--- src/rtl/eeh_pkg.sv ---
// Package for the two-wire serial memory host controller.
// Assumes a 100 MHz system clock; the host makes the serial clock itself.
package eeh_pkg;

   // ==========================================================
   // Clock and bus timing
   // ==========================================================
   localparam int CLK_PERIOD_NS = 10;      // System clock period
   localparam int SCL_PERIOD_NS = 2500;    // Serial clock period, 400 kHz
   // Each serial bit is four quarters; a least time, so round up
   localparam int QTR_CYC = (SCL_PERIOD_NS + 4 * CLK_PERIOD_NS - 1) / (4 * CLK_PERIOD_NS);
   localparam int QCNT_W  = 7;             // Width of the quarter counter
   localparam int PROG_TIME_MS = 5;        // Longest internal program time
   // Cycles of internal program time; a longest time, so round down
   localparam int PROG_CYC = (PROG_TIME_MS * 1000000) / CLK_PERIOD_NS;

   // ==========================================================
   // Word layout
   // ==========================================================
   localparam logic [3:0] DEV_ID   = 4'hA;  // Fixed top nibble of the device word
   localparam logic [3:0] BIT_LAST = 4'h8;  // Ninth clock carries the acknowledge
   localparam int DATA_W     = 8;           // Byte width
   localparam int FIFO_DEPTH = 16;          // Write data buffer depth
   localparam int ADDR_W     = 15;          // Word address width
   localparam int LEN_W      = 6;           // Byte count minus one, up to one page

   // ==========================================================
   // Commands and bit symbols
   // ==========================================================
   typedef enum logic [1:0] {
      OP_WRITE,                             // Byte or page write, then polling
      OP_RAND,                              // Random read, sequential if longer
      OP_CUR,                               // Current address read
      OP_REC                                // Bus recovery sequence
   } eeh_op_t;

   typedef enum logic [2:0] {
      CL_NONE, CL_START, CL_STOP, CL_TX, CL_RX, CL_CLK
   } eeh_cls_t;

endpackage

--- src/rtl/eeh_ctrl.sv ---
// Host controller driving a two-wire serial memory, plus its write buffer.
// Assumes open-drain SDA resolved outside; SCL is driven push-pull here.
`timescale 1ns/10ps

// ==========================================================
// Write data buffer
// ==========================================================
module eeh_fifo #(
   parameter int WIDTH = 8,                 // Word width
   parameter int DEPTH = 16                 // Entries, power of two
) (
   input  wire logic             clock,     // System clock
   input  wire logic             sys_rst,   // Synchronous reset
   input  wire logic             in_valid,  // Word offered
   input  wire logic [WIDTH-1:0] in_data,   // Word in
   output logic                  in_ready,  // Room for a word
   output logic                  out_valid, // Word available
   input  wire logic             out_ready, // Consumer takes the word
   output logic      [WIDTH-1:0] out_data   // Oldest word
);
   localparam int AW = $clog2(DEPTH);

   if (DEPTH < 2 || (DEPTH & (DEPTH - 1)) != 0) begin : g_chk
      $error("eeh_fifo depth must be a power of two");
   end

   logic [WIDTH-1:0] mem_q [DEPTH];         // Storage
   logic [AW-1:0]    wp_q, wp_d;            // Write pointer
   logic [AW-1:0]    rp_q, rp_d;            // Read pointer
   logic [AW:0]      cnt_q, cnt_d;          // Fill level
   logic             room_q, room_d;        // Registered room, drives in_ready
   logic             push, pop;             // Accepted moves

   assign push      = in_valid && room_q;
   assign pop       = out_ready && (cnt_q != '0);
   assign in_ready  = room_q;
   assign out_valid = (cnt_q != '0);
   assign out_data  = mem_q[rp_q];

   // Pointer and level arithmetic; pointers wrap naturally
   always_comb begin
      wp_d   = wp_q + AW'(push);
      rp_d   = rp_q + AW'(pop);
      cnt_d  = cnt_q + (AW + 1)'(push) - (AW + 1)'(pop);
      room_d = (cnt_d != (AW + 1)'(DEPTH));
   end

   // Pointer, level and room registers
   always_ff @(posedge clock) begin
      if (sys_rst) begin
         wp_q   <= '0;
         rp_q   <= '0;
         cnt_q  <= '0;
         room_q <= 1'b1;
      end else begin
         wp_q   <= wp_d;
         rp_q   <= rp_d;
         cnt_q  <= cnt_d;
         room_q <= room_d;
      end
   end

   // Storage has no reset; contents are only read once written
   always_ff @(posedge clock) begin
      if (push) begin
         mem_q[wp_q] <= in_data;
      end
   end
endmodule

// ==========================================================
// Bus controller
// ==========================================================
module eeh_ctrl #(
   parameter int PROG_CYC = eeh_pkg::PROG_CYC, // Poll give-up time in cycles
   parameter int QTR_CYC  = eeh_pkg::QTR_CYC   // Cycles per quarter bit
) (
   input  wire logic        clock,          // System clock, 100 MHz
   input  wire logic        sys_rst,        // Synchronous reset, active high
   input  wire logic        cmd_valid,      // Command offered
   output logic             cmd_ready,      // Idle, command taken
   input  wire logic [1:0]  cmd_op,         // Command kind
   input  wire logic [2:0]  cmd_chip,       // Chip select straps of target
   input  wire logic [14:0] cmd_addr,       // Word address
   input  wire logic [5:0]  cmd_len,        // Byte count minus one
   input  wire logic        wr_valid,       // Write byte offered
   input  wire logic [7:0]  wr_data,        // Write byte
   output logic             wr_ready,       // Buffer has room
   output logic             rd_valid,       // Read byte pulse
   output logic [7:0]       rd_data,        // Read byte
   output logic             done,           // Command finished pulse
   output logic             err,            // Last command saw a no-ack
   output logic             scl,            // Serial clock out
   output logic             sda_out,        // SDA drive value, always low
   output logic             sda_oe,         // SDA pulled low when high
   input  wire logic        sda_in          // SDA level from the wire
);
   // Quarters under four cycles would outrun the SDA synchroniser
   if (PROG_CYC < 1 || PROG_CYC >= 2 ** 24 || QTR_CYC < 4 ||
       QTR_CYC >= 2 ** eeh_pkg::QCNT_W) begin : g_chk
      $error("eeh_ctrl timing parameter out of range");
   end

   typedef enum {
      ST_IDLE, ST_START, ST_DEV, ST_AHI, ST_ALO, ST_WWAIT, ST_WDATA, ST_RSTART,
      ST_RDEV, ST_RDATA, ST_STOP, ST_PSTART, ST_PDEV, ST_CLK9
   } eeh_state_t;

   eeh_state_t                  state_q, state_d;   // Sequencer state
   eeh_pkg::eeh_op_t            op_q, op_d;         // Command in progress
   eeh_pkg::eeh_cls_t           cls;                // Symbol of this state
   logic [2:0]                  chip_q, chip_d;     // Target straps
   logic [14:0]                 addr_q, addr_d;     // Target word address
   logic [5:0]                  left_q, left_d;     // Bytes left minus one
   logic [7:0]                  shreg_q, shreg_d;   // Byte shifter
   logic [eeh_pkg::QCNT_W-1:0]  qcnt_q, qcnt_d;     // Cycles in quarter
   logic [1:0]                  ph_q, ph_d;         // Quarter of the bit
   logic [3:0]                  bit_q, bit_d;       // Bit of the symbol
   logic                        ack_q, ack_d;       // Device pulled SDA low
   logic                        pend_q, pend_d;     // Program cycle to poll
   logic [23:0]                 poll_q, poll_d;     // Polling time
   logic                        tick, last, sym_done;
   logic                        scl_d, sda_oe_d, cmd_ready_d, done_d, err_q, err_d;
   logic                        rdv_d, fifo_valid, fifo_pop;
   logic [7:0]                  fifo_data, rd_d;
   logic                        sda_m_q, sda_s_q;   // SDA synchroniser

   eeh_fifo #(.WIDTH(eeh_pkg::DATA_W), .DEPTH(eeh_pkg::FIFO_DEPTH)) u_fifo (
      .clock     (clock),
      .sys_rst   (sys_rst),
      .in_valid  (wr_valid),
      .in_data   (wr_data),
      .in_ready  (wr_ready),
      .out_valid (fifo_valid),
      .out_ready (fifo_pop),
      .out_data  (fifo_data)
   );

   // Symbol kind of each state; idle and wait states hold the bus
   always_comb begin
      unique case (state_q)
         ST_START, ST_RSTART, ST_PSTART:                 cls = eeh_pkg::CL_START;
         ST_STOP:                                        cls = eeh_pkg::CL_STOP;
         ST_DEV, ST_AHI, ST_ALO, ST_WDATA, ST_RDEV, ST_PDEV: cls = eeh_pkg::CL_TX;
         ST_RDATA:                                       cls = eeh_pkg::CL_RX;
         ST_CLK9:                                        cls = eeh_pkg::CL_CLK;
         ST_IDLE, ST_WWAIT:                              cls = eeh_pkg::CL_NONE;
      endcase
   end

   assign tick = (qcnt_q == eeh_pkg::QCNT_W'(QTR_CYC - 1));
   assign last = (cls == eeh_pkg::CL_START || cls == eeh_pkg::CL_STOP) ? (bit_q == 4'h0)
                                                                      : (bit_q == eeh_pkg::BIT_LAST);
   assign sym_done = tick && (ph_q == 2'h3) && last;

   // Pin shapes per quarter: clock high in the middle two quarters, in the last three for stop
   always_comb begin
      scl_d    = 1'b0;
      sda_oe_d = 1'b0;
      unique case (cls)
         eeh_pkg::CL_NONE: scl_d = (state_q == ST_IDLE);
         eeh_pkg::CL_START: begin
            scl_d    = (ph_q == 2'h1) || (ph_q == 2'h2);
            sda_oe_d = ph_q[1];                          // Falls under high clock
         end
         eeh_pkg::CL_STOP: begin
            scl_d    = (ph_q != 2'h0);
            sda_oe_d = !ph_q[1];                         // Rises under high clock
         end
         eeh_pkg::CL_TX: begin
            scl_d    = (ph_q == 2'h1) || (ph_q == 2'h2);
            // MSB first, released for the ninth clock
            sda_oe_d = (bit_q != eeh_pkg::BIT_LAST) && !shreg_q[7];
         end
         eeh_pkg::CL_RX: begin
            scl_d    = (ph_q == 2'h1) || (ph_q == 2'h2);
            // Ack all but the final byte, which gets a no-ack
            sda_oe_d = (bit_q == eeh_pkg::BIT_LAST) && (left_q != 6'h0);
         end
         eeh_pkg::CL_CLK: scl_d = (ph_q == 2'h1) || (ph_q == 2'h2);  // SDA free
         default: scl_d = 1'b0;
      endcase
   end

   // Bit timing, sampling and the command sequencer
   always_comb begin
      state_d = state_q;
      op_d    = op_q;
      chip_d  = chip_q;
      addr_d  = addr_q;
      left_d  = left_q;
      shreg_d = shreg_q;
      qcnt_d  = qcnt_q;
      ph_d    = ph_q;
      bit_d   = bit_q;
      ack_d   = ack_q;
      pend_d  = pend_q;
      err_d   = err_q;
      done_d  = 1'b0;
      rdv_d   = 1'b0;
      rd_d    = rd_data;
      fifo_pop = 1'b0;
      // Poll time runs only while polling, saturating at the top
      poll_d = (state_q == ST_PSTART || state_q == ST_PDEV) ? poll_q + 24'(poll_q != '1) : '0;
      // Quarter and bit counters; SDA is sampled late in the high clock
      if (cls != eeh_pkg::CL_NONE) begin
         if (tick) begin
            qcnt_d = '0;
            ph_d   = ph_q + 2'h1;
            if (ph_q == 2'h2 && cls == eeh_pkg::CL_TX && bit_q == eeh_pkg::BIT_LAST) begin
               ack_d = !sda_s_q;                         // Device answer
            end
            if (ph_q == 2'h2 && cls == eeh_pkg::CL_RX && bit_q != eeh_pkg::BIT_LAST) begin
               shreg_d = {shreg_q[6:0], sda_s_q};
            end
            if (ph_q == 2'h3) begin
               bit_d = last ? 4'h0 : bit_q + 4'h1;
               if (cls == eeh_pkg::CL_TX) begin
                  shreg_d = {shreg_q[6:0], 1'b0};
               end
            end
         end else begin
            qcnt_d = qcnt_q + eeh_pkg::QCNT_W'(1);
         end
      end
      unique case (state_q)
         ST_IDLE: if (cmd_valid) begin
            op_d    = eeh_pkg::eeh_op_t'(cmd_op);
            chip_d  = cmd_chip;
            addr_d  = cmd_addr;
            left_d  = cmd_len;                           // At most one page
            err_d   = 1'b0;
            pend_d  = 1'b0;
            state_d = ST_START;                          // Every command opens with start
         end
         ST_START: if (sym_done) begin
            if (op_q == eeh_pkg::OP_REC) begin
               state_d = ST_CLK9;                        // Nine free clocks
            end else if (op_q == eeh_pkg::OP_CUR) begin
               shreg_d = {eeh_pkg::DEV_ID, chip_q, 1'b1};  // Read at counter
               state_d = ST_RDEV;
            end else begin
               shreg_d = {eeh_pkg::DEV_ID, chip_q, 1'b0};  // Write word first
               state_d = ST_DEV;
            end
         end
         ST_CLK9: if (sym_done) state_d = ST_RSTART;
         ST_RSTART: if (sym_done) begin
            if (op_q == eeh_pkg::OP_REC) begin
               state_d = ST_STOP;                        // Start then stop ends recovery
            end else begin
               shreg_d = {eeh_pkg::DEV_ID, chip_q, 1'b1};  // Repeated start, read
               state_d = ST_RDEV;
            end
         end
         ST_DEV, ST_AHI, ST_ALO, ST_RDEV: if (sym_done) begin
            if (!ack_q) begin
               err_d   = 1'b1;                           // No answer, give up with stop
               state_d = ST_STOP;
            end else if (state_q == ST_DEV) begin
               shreg_d = {1'b0, addr_q[14:8]};           // High address byte
               state_d = ST_AHI;
            end else if (state_q == ST_AHI) begin
               shreg_d = addr_q[7:0];
               state_d = ST_ALO;
            end else if (state_q == ST_ALO) begin
               state_d = (op_q == eeh_pkg::OP_WRITE) ? ST_WWAIT : ST_RSTART;
            end else begin
               state_d = ST_RDATA;
            end
         end
         // Clock held low while the buffer is empty; the bus simply pauses
         ST_WWAIT: if (fifo_valid) begin
            fifo_pop = 1'b1;
            shreg_d  = fifo_data;
            state_d  = ST_WDATA;
         end
         ST_WDATA: if (sym_done) begin
            if (!ack_q) begin
               err_d   = 1'b1;
               state_d = ST_STOP;
            end else if (left_q == 6'h0) begin
               pend_d  = 1'b1;                           // Stop starts the program cycle
               state_d = ST_STOP;
            end else begin
               left_d  = left_q - 6'h1;                  // More bytes of the page
               state_d = ST_WWAIT;
            end
         end
         ST_RDATA: if (sym_done) begin
            rdv_d = 1'b1;
            rd_d  = shreg_q;
            if (left_q == 6'h0) begin
               state_d = ST_STOP;                        // No-ack then stop
            end else begin
               left_d = left_q - 6'h1;
            end
         end
         ST_STOP: if (sym_done) begin
            if (pend_q) begin
               pend_d  = 1'b0;
               state_d = ST_PSTART;                      // Poll the program cycle
            end else begin
               done_d  = 1'b1;
               state_d = ST_IDLE;
            end
         end
         ST_PSTART: if (sym_done) begin
            shreg_d = {eeh_pkg::DEV_ID, chip_q, 1'b0};
            state_d = ST_PDEV;
         end
         ST_PDEV: if (sym_done) begin
            if (ack_q) begin
               state_d = ST_STOP;                        // Program cycle finished
            end else if (poll_q >= 24'(PROG_CYC)) begin
               err_d   = 1'b1;                           // Longer than the program time
               state_d = ST_STOP;
            end else begin
               state_d = ST_PSTART;
            end
         end
      endcase
      cmd_ready_d = (state_d == ST_IDLE);
   end

   // Two flops on SDA before anything looks at it
   always_ff @(posedge clock) begin
      if (sys_rst) begin
         sda_m_q <= 1'b1;
         sda_s_q <= 1'b1;
      end else begin
         sda_m_q <= sda_in;
         sda_s_q <= sda_m_q;
      end
   end

   // State and output registers
   always_ff @(posedge clock) begin
      if (sys_rst) begin
         state_q <= ST_IDLE;
         op_q    <= eeh_pkg::OP_WRITE;
         chip_q  <= '0;
         addr_q  <= '0;
         left_q  <= '0;
         shreg_q <= '0;
         qcnt_q  <= '0;
         ph_q    <= '0;
         bit_q   <= '0;
         ack_q   <= 1'b0;
         pend_q  <= 1'b0;
         poll_q  <= '0;
         err_q   <= 1'b0;
         scl       <= 1'b1;
         sda_oe    <= 1'b0;
         sda_out   <= 1'b0;
         cmd_ready <= 1'b0;
         done      <= 1'b0;
         rd_valid  <= 1'b0;
         rd_data   <= '0;
      end else begin
         state_q <= state_d;
         op_q    <= op_d;
         chip_q  <= chip_d;
         addr_q  <= addr_d;
         left_q  <= left_d;
         shreg_q <= shreg_d;
         qcnt_q  <= qcnt_d;
         ph_q    <= ph_d;
         bit_q   <= bit_d;
         ack_q   <= ack_d;
         pend_q  <= pend_d;
         poll_q  <= poll_d;
         err_q   <= err_d;
         scl       <= scl_d;
         sda_oe    <= sda_oe_d;
         sda_out   <= 1'b0;
         cmd_ready <= cmd_ready_d;
         done      <= done_d;
         rd_valid  <= rdv_d;
         rd_data   <= rd_d;
      end
   end
   assign err = err_q;
endmodule

--- config.mk ---
export PLATFORM = sky130hd
export DESIGN_NAME = eeh_ctrl
export DESIGN_NICKNAME = d
export VERILOG_FILES = /design/src/rtl/eeh_pkg.sv /design/src/rtl/eeh_ctrl.sv
export SDC_FILE = /design/constraint.sdc
export NUM_CORES = 1
export LEC_CHECK = 0
export BUFFER_PORTS_ARGS = -buffer_cell sky130_fd_sc_hd__buf_4
export CORE_ASPECT_RATIO = 0.7
export CORE_MARGIN = 8
export CORE_UTILIZATION = 29
export CTS_CLUSTER_DIAMETER = 150
export CTS_CLUSTER_SIZE = 10
export DETAILED_ROUTE_END_ITERATION = 6
export PLACE_DENSITY_LB_ADDON = 0.2
export SLEW_MARGIN = 15
export SYNTH_ARGS = -nofsm -noshare
export SYNTH_HDL_FRONTEND = slang
export SYNTH_SLANG_ARGS = --single-unit
--- constraint.sdc ---
create_clock -name clock -period 4.5 [get_ports clock]
set_input_delay 0.225 -clock clock [delete_from_list [all_inputs] [get_ports clock]]
set_output_delay 0.225 -clock clock [all_outputs]
set_load 0.03 [all_outputs]
==> summary.md <==
| Metric | Value |
|---|---|
| Status | `complete, no violations` |
| Largest net degree at the start of global routing | `47` |
| Gpl congestion | `0.886` |
| Bufs on Longest Clock Path | `3` |
| Sinks on Clock Net | `263` |
| # DRC | `0` |
| FILL cells | `3918` |
| Routed Antenna Nets | `0` |
| Crit-path max FO | `12` |
| First-pass GRT wire length | `47700 um` |
| EDFF count, synth | `128` |
| Clk_lat worst skew | `0.58 ns` |
| First-pass DRT Iterations | `5` |
| Post-Synthesis Cells | `1055` |
| Clock Power Share | `0.405` |
| Clock-pin slew on the worst setup and hold paths | `0.06 ns` |
| Final min period | `3.50 ns` |
| Gate power share | `0.102` |
| GRT Util Overall | `0.126` |
| Nets@finish | `1189` |
| Worst path arrival time | `3.94 ns` |
| R2R depth | `16` |
| Via/cell ratio | `4.90` |
| Syn_area_per_cell | `11.1 um^2` |
| Initial antenna violation count | `0` |
| H-tree depth | `1` |
| Hold crit path type | `in -> reg` |
| Fmax | `286 MHz` |
| CP Buf/Inv Count | `4` |
| Required time of the critical path | `4.95 ns` |
| R2r endpoint | `u_fifo.in_ready` |
| Vias in the first global route | `7963` |
| YS warnings | `0` |
| Worst Hold Depth | `5` |
| Rows | `61` |
| R2r setup slk | `1.00 ns` |
| Die Height | `184 um` |
| CP max stage cell | `or3_1` |
| TritonCTS clock tree | `built` |
| Worst Tran Pin Value | `1.05 ns` |
| Max-cap violations | `0` |
| Core Area | `39800 um^2` |
| Cts bufs inserted | `30` |
| Max_slew headroom | `0.296` |
| Worst setup path endpoint | `u_fifo.in_ready` |
| Crit-path cells | `nor4_1 > nand3_1 > or3_1 > nor4_2 > buf_4 > ha_1 > inv_1 > ha_1 > inv_1 > fa_1 > inv_1 > a21oi_1 > nor2_1 > o21ai_0 > a21oi_1 > nand4_1` |
| Leakage | `4.73 nW` |
| Cell variety after synth | `77` |
| Delay-heaviest family, CP | `simple AND/OR/NAND/NOR gates` |
| CTS root buffer | `clkbuf_16` |
| Number of setup buffers added after CTS | `0` |
| WP depth | `16` |
| IO Port Bufs | `53` |
| CP Capture Type | `flop` |
| DR iter-0 viols | `864` |
| Post-synthesis register bit count | `263` |
| Async S/R FF share, synth | `0` |
| Area growth, synth to finish | `18.3%` |
| Clock Skews | `0.0335 ns` |
| Overflow after GRT | `0` |
| Highest ir drop seen on vdd | `0.284 mV` |
| Final WL | `30600 um` |
| Sequential power share | `0.493` |
| Post-CTS sizing | `0` |
| NetSw | `0.00133 W` |
| Wire per inst | `18.2 um` |
| Crit start category | `flop` |
| Final Hold Viols | `0` |
| Seq/Total Area, Yosys | `0.559` |
| RSZ-0062 raised after global routing | `false` |
| Fin Setup TNS | `0 ns` |
| Initial Utilization | `0.295` |
| Setup violators final | `0` |
| Die X | `256 um` |
| Syn Nets | `1115` |
| Number of diodes | `0` |
| Layout cell share with drive strength beyond 1 | `0.150` |
| Cell mode on critical path | `inv_1` |
| CP peak stage delay | `0.41 ns` |
| Dpl ws | `1.00 ns` |
| Hold buffer count at cts | `31` |
| Switching share of power | `0.248` |
| Int Pwr | `0.00404 W` |
| PwrDens | `388 nW/um^2` |
| Crit share post-route | `0.778` |
| Main synth FF type | `dfxtp_1` |
| Syn Std Cell Area | `11700 um^2` |
| Fin worst setup slack | `1.00 ns` |
| Kind of critical path | `reg -> reg` |
| Via count | `8234` |
| RR Startpoint | `state_q[27]` |
| Die area | `47200 um^2` |
| Total I/O pin count | `55` |
| Fin. max-slew vios | `0` |
| Hpwl dp | `21100 um` |
| CP startpoint | `state_q[27]` |
-- placed cells by master, fill, tap and decap left out, types with 4 or more instances in the layout --
cell / n
a31oi_1: 5
nand3_1: 40
mux4_2: 40
nand4_1: 11
inv_1: 22
xnor2_1: 10
buf_4: 71
ha_1: 20
or4_1: 5
nor2b_1: 14
nand2_1: 108
nand2b_1: 17
nor2_1: 104
mux2i_1: 6
dfxtp_1: 134
and2_1: 36
nor3_2: 5
clkbuf_16: 30
edfxtp_1: 128
a21oi_1: 79
clkbuf_1: 16
or2_2: 6
nor3_1: 20
o31ai_1: 6
and3_1: 11
o221ai_1: 5
a221oi_1: 4
xor2_1: 25
or3_1: 10
dlygate4sd3_1: 31
nor4_1: 13
o22ai_1: 7
o21ai_0: 36
-- final cells by class --
type | instances | area, um^2 | area share
Clock buffer | 46 | 811 | 0.0585
Clock inverter | 2 | 38.8 | 0.00280
Inverter | 22 | 82.6 | 0.00596
Multi-Input combinational cell | 710 | 4860 | 0.351
Sequential cell | 263 | 6550 | 0.473
Tap cell | 535 | 669 | 0.0483
Timing Repair Buffer | 102 | 843 | 0.0609
-- cells by family (layout without fill, tap and decap cells) --
logic type,after synthesis,count (layout),share of synthesized area
other,1,1,0.000320
XOR/XNOR,35,35,0.0262
adder cells (fa/ha/maj),21,21,0.0231
flip-flops,263,263,0.559
AO/OA/AOI/OAI,186,186,0.100
AND/OR/NAND/NOR,418,418,0.179
multiplexers,49,49,0.0849
buffers and inverters,82,172,0.0275
-- power by group through the flow --
stage                     sequential [W]  combinational [W]  clock, W
after floorplan                  0.00269           0.000347         0
after global placement           0.00270           0.000522         0
after detailed placement         0.00270           0.000522         0
after CTS                        0.00265           0.000546   0.00225
after global routing             0.00266           0.000605   0.00235
final                            0.00265           0.000548   0.00218
-- Yosys cell counts (3+ instances only) --
cell        n  share of area
nor2_1    104          0.033
a211oi_1    3         0.0019
and3_1     11         0.0059
mux4_2     40          0.077
a31oi_1     5         0.0027
nand3_1    40          0.017
nor3_4      3         0.0042
buf_1       9         0.0029
xor2_1     25          0.019
a221oi_1    4         0.0030
a21o_1      3         0.0019
o31ai_1     6         0.0038
or3_1      10         0.0053
ha_1       20          0.021
edfxtp_1  128           0.33
a22oi_1     3         0.0019
nand4_1    11         0.0059
a21oi_1    79          0.034
buf_2       3         0.0013
and2_1     36          0.019
clkbuf_1   46          0.015
nor2b_1    14         0.0075
mux2i_1     6         0.0051
nand2b_1   17         0.0091
nand2_1   108          0.035
nor3_2      3         0.0026
inv_1      22         0.0070
or4_1       5         0.0032
dfxtp_1   135           0.23
o221ai_1    5         0.0037
o21ai_0    36          0.015
nor3_1     22         0.0094
or2_2       6         0.0032
o211ai_1    3         0.0019
nor4_1     14         0.0075
nand3b_1    3         0.0019
mux2_2      3         0.0029
xnor2_1    10         0.0075
o32ai_1     3         0.0022
o22ai_1     7         0.0037
-- stage by stage --
stage	std cells	cell area [um^2]	total power (W)	hold WS, ns	utilization
2_1_floorplan	1055	11700	0.00303	0.324	-
3_3_place_gp	1601	12700	0.00322	0.405	0.319
3_5_place_dp	1601	12700	0.00322	0.406	0.319
4_1_cts	1680	13900	0.00545	0.0312	0.348
5_1_grt	1680	13900	0.00562	0.0867	0.348
6_report	1680	13900	0.00538	0.0646	0.348
-- sequential cells by signal, summed over array words and instances (netlist names), 4 cells and up --
| register | count |
|---|---|
| state_q | 32 |
| u_fifo.wp_q | 4 |
| left_q | 6 |
| qcnt_q | 7 |
| addr_q | 15 |
| poll_q | 24 |
| u_fifo.rp_q | 4 |
| rd_data | 8 |
| u_fifo.cnt_q | 5 |
| bit_q | 4 |
| shreg_q | 8 |
| u_fifo.mem_q | 128 |
-- per-layer routing --
layer  vias to the layer above  share of wire  global-route usage
li1                       4002              -                   -
met3                        33          0.062              0.0260
met1                      3957           0.52               0.200
met5                         -              0                   0
met2                       242           0.40               0.173
met4                         0          0.016              0.0272
-- worst min-delay path: stages --
cell,delay [ns]
buf_4,0.11
nand2_1,0.04
o21ai_0,0.07
nand2_1,0.07
a21oi_1,0.06
-- worst min-delay path by stage --
stage | from | end
detailed placement | sda_m_q | sda_s_q
finish | cmd_len[2] | left_q[2]
global placement | sda_m_q | sda_s_q
CTS | cmd_len[2] | left_q[2]
floorplan | wr_data[0] | u_fifo.mem_q[0][0]
global route | cmd_len[3] | left_q[3]
Note: power is estimated with default switching activity, not from simulation.
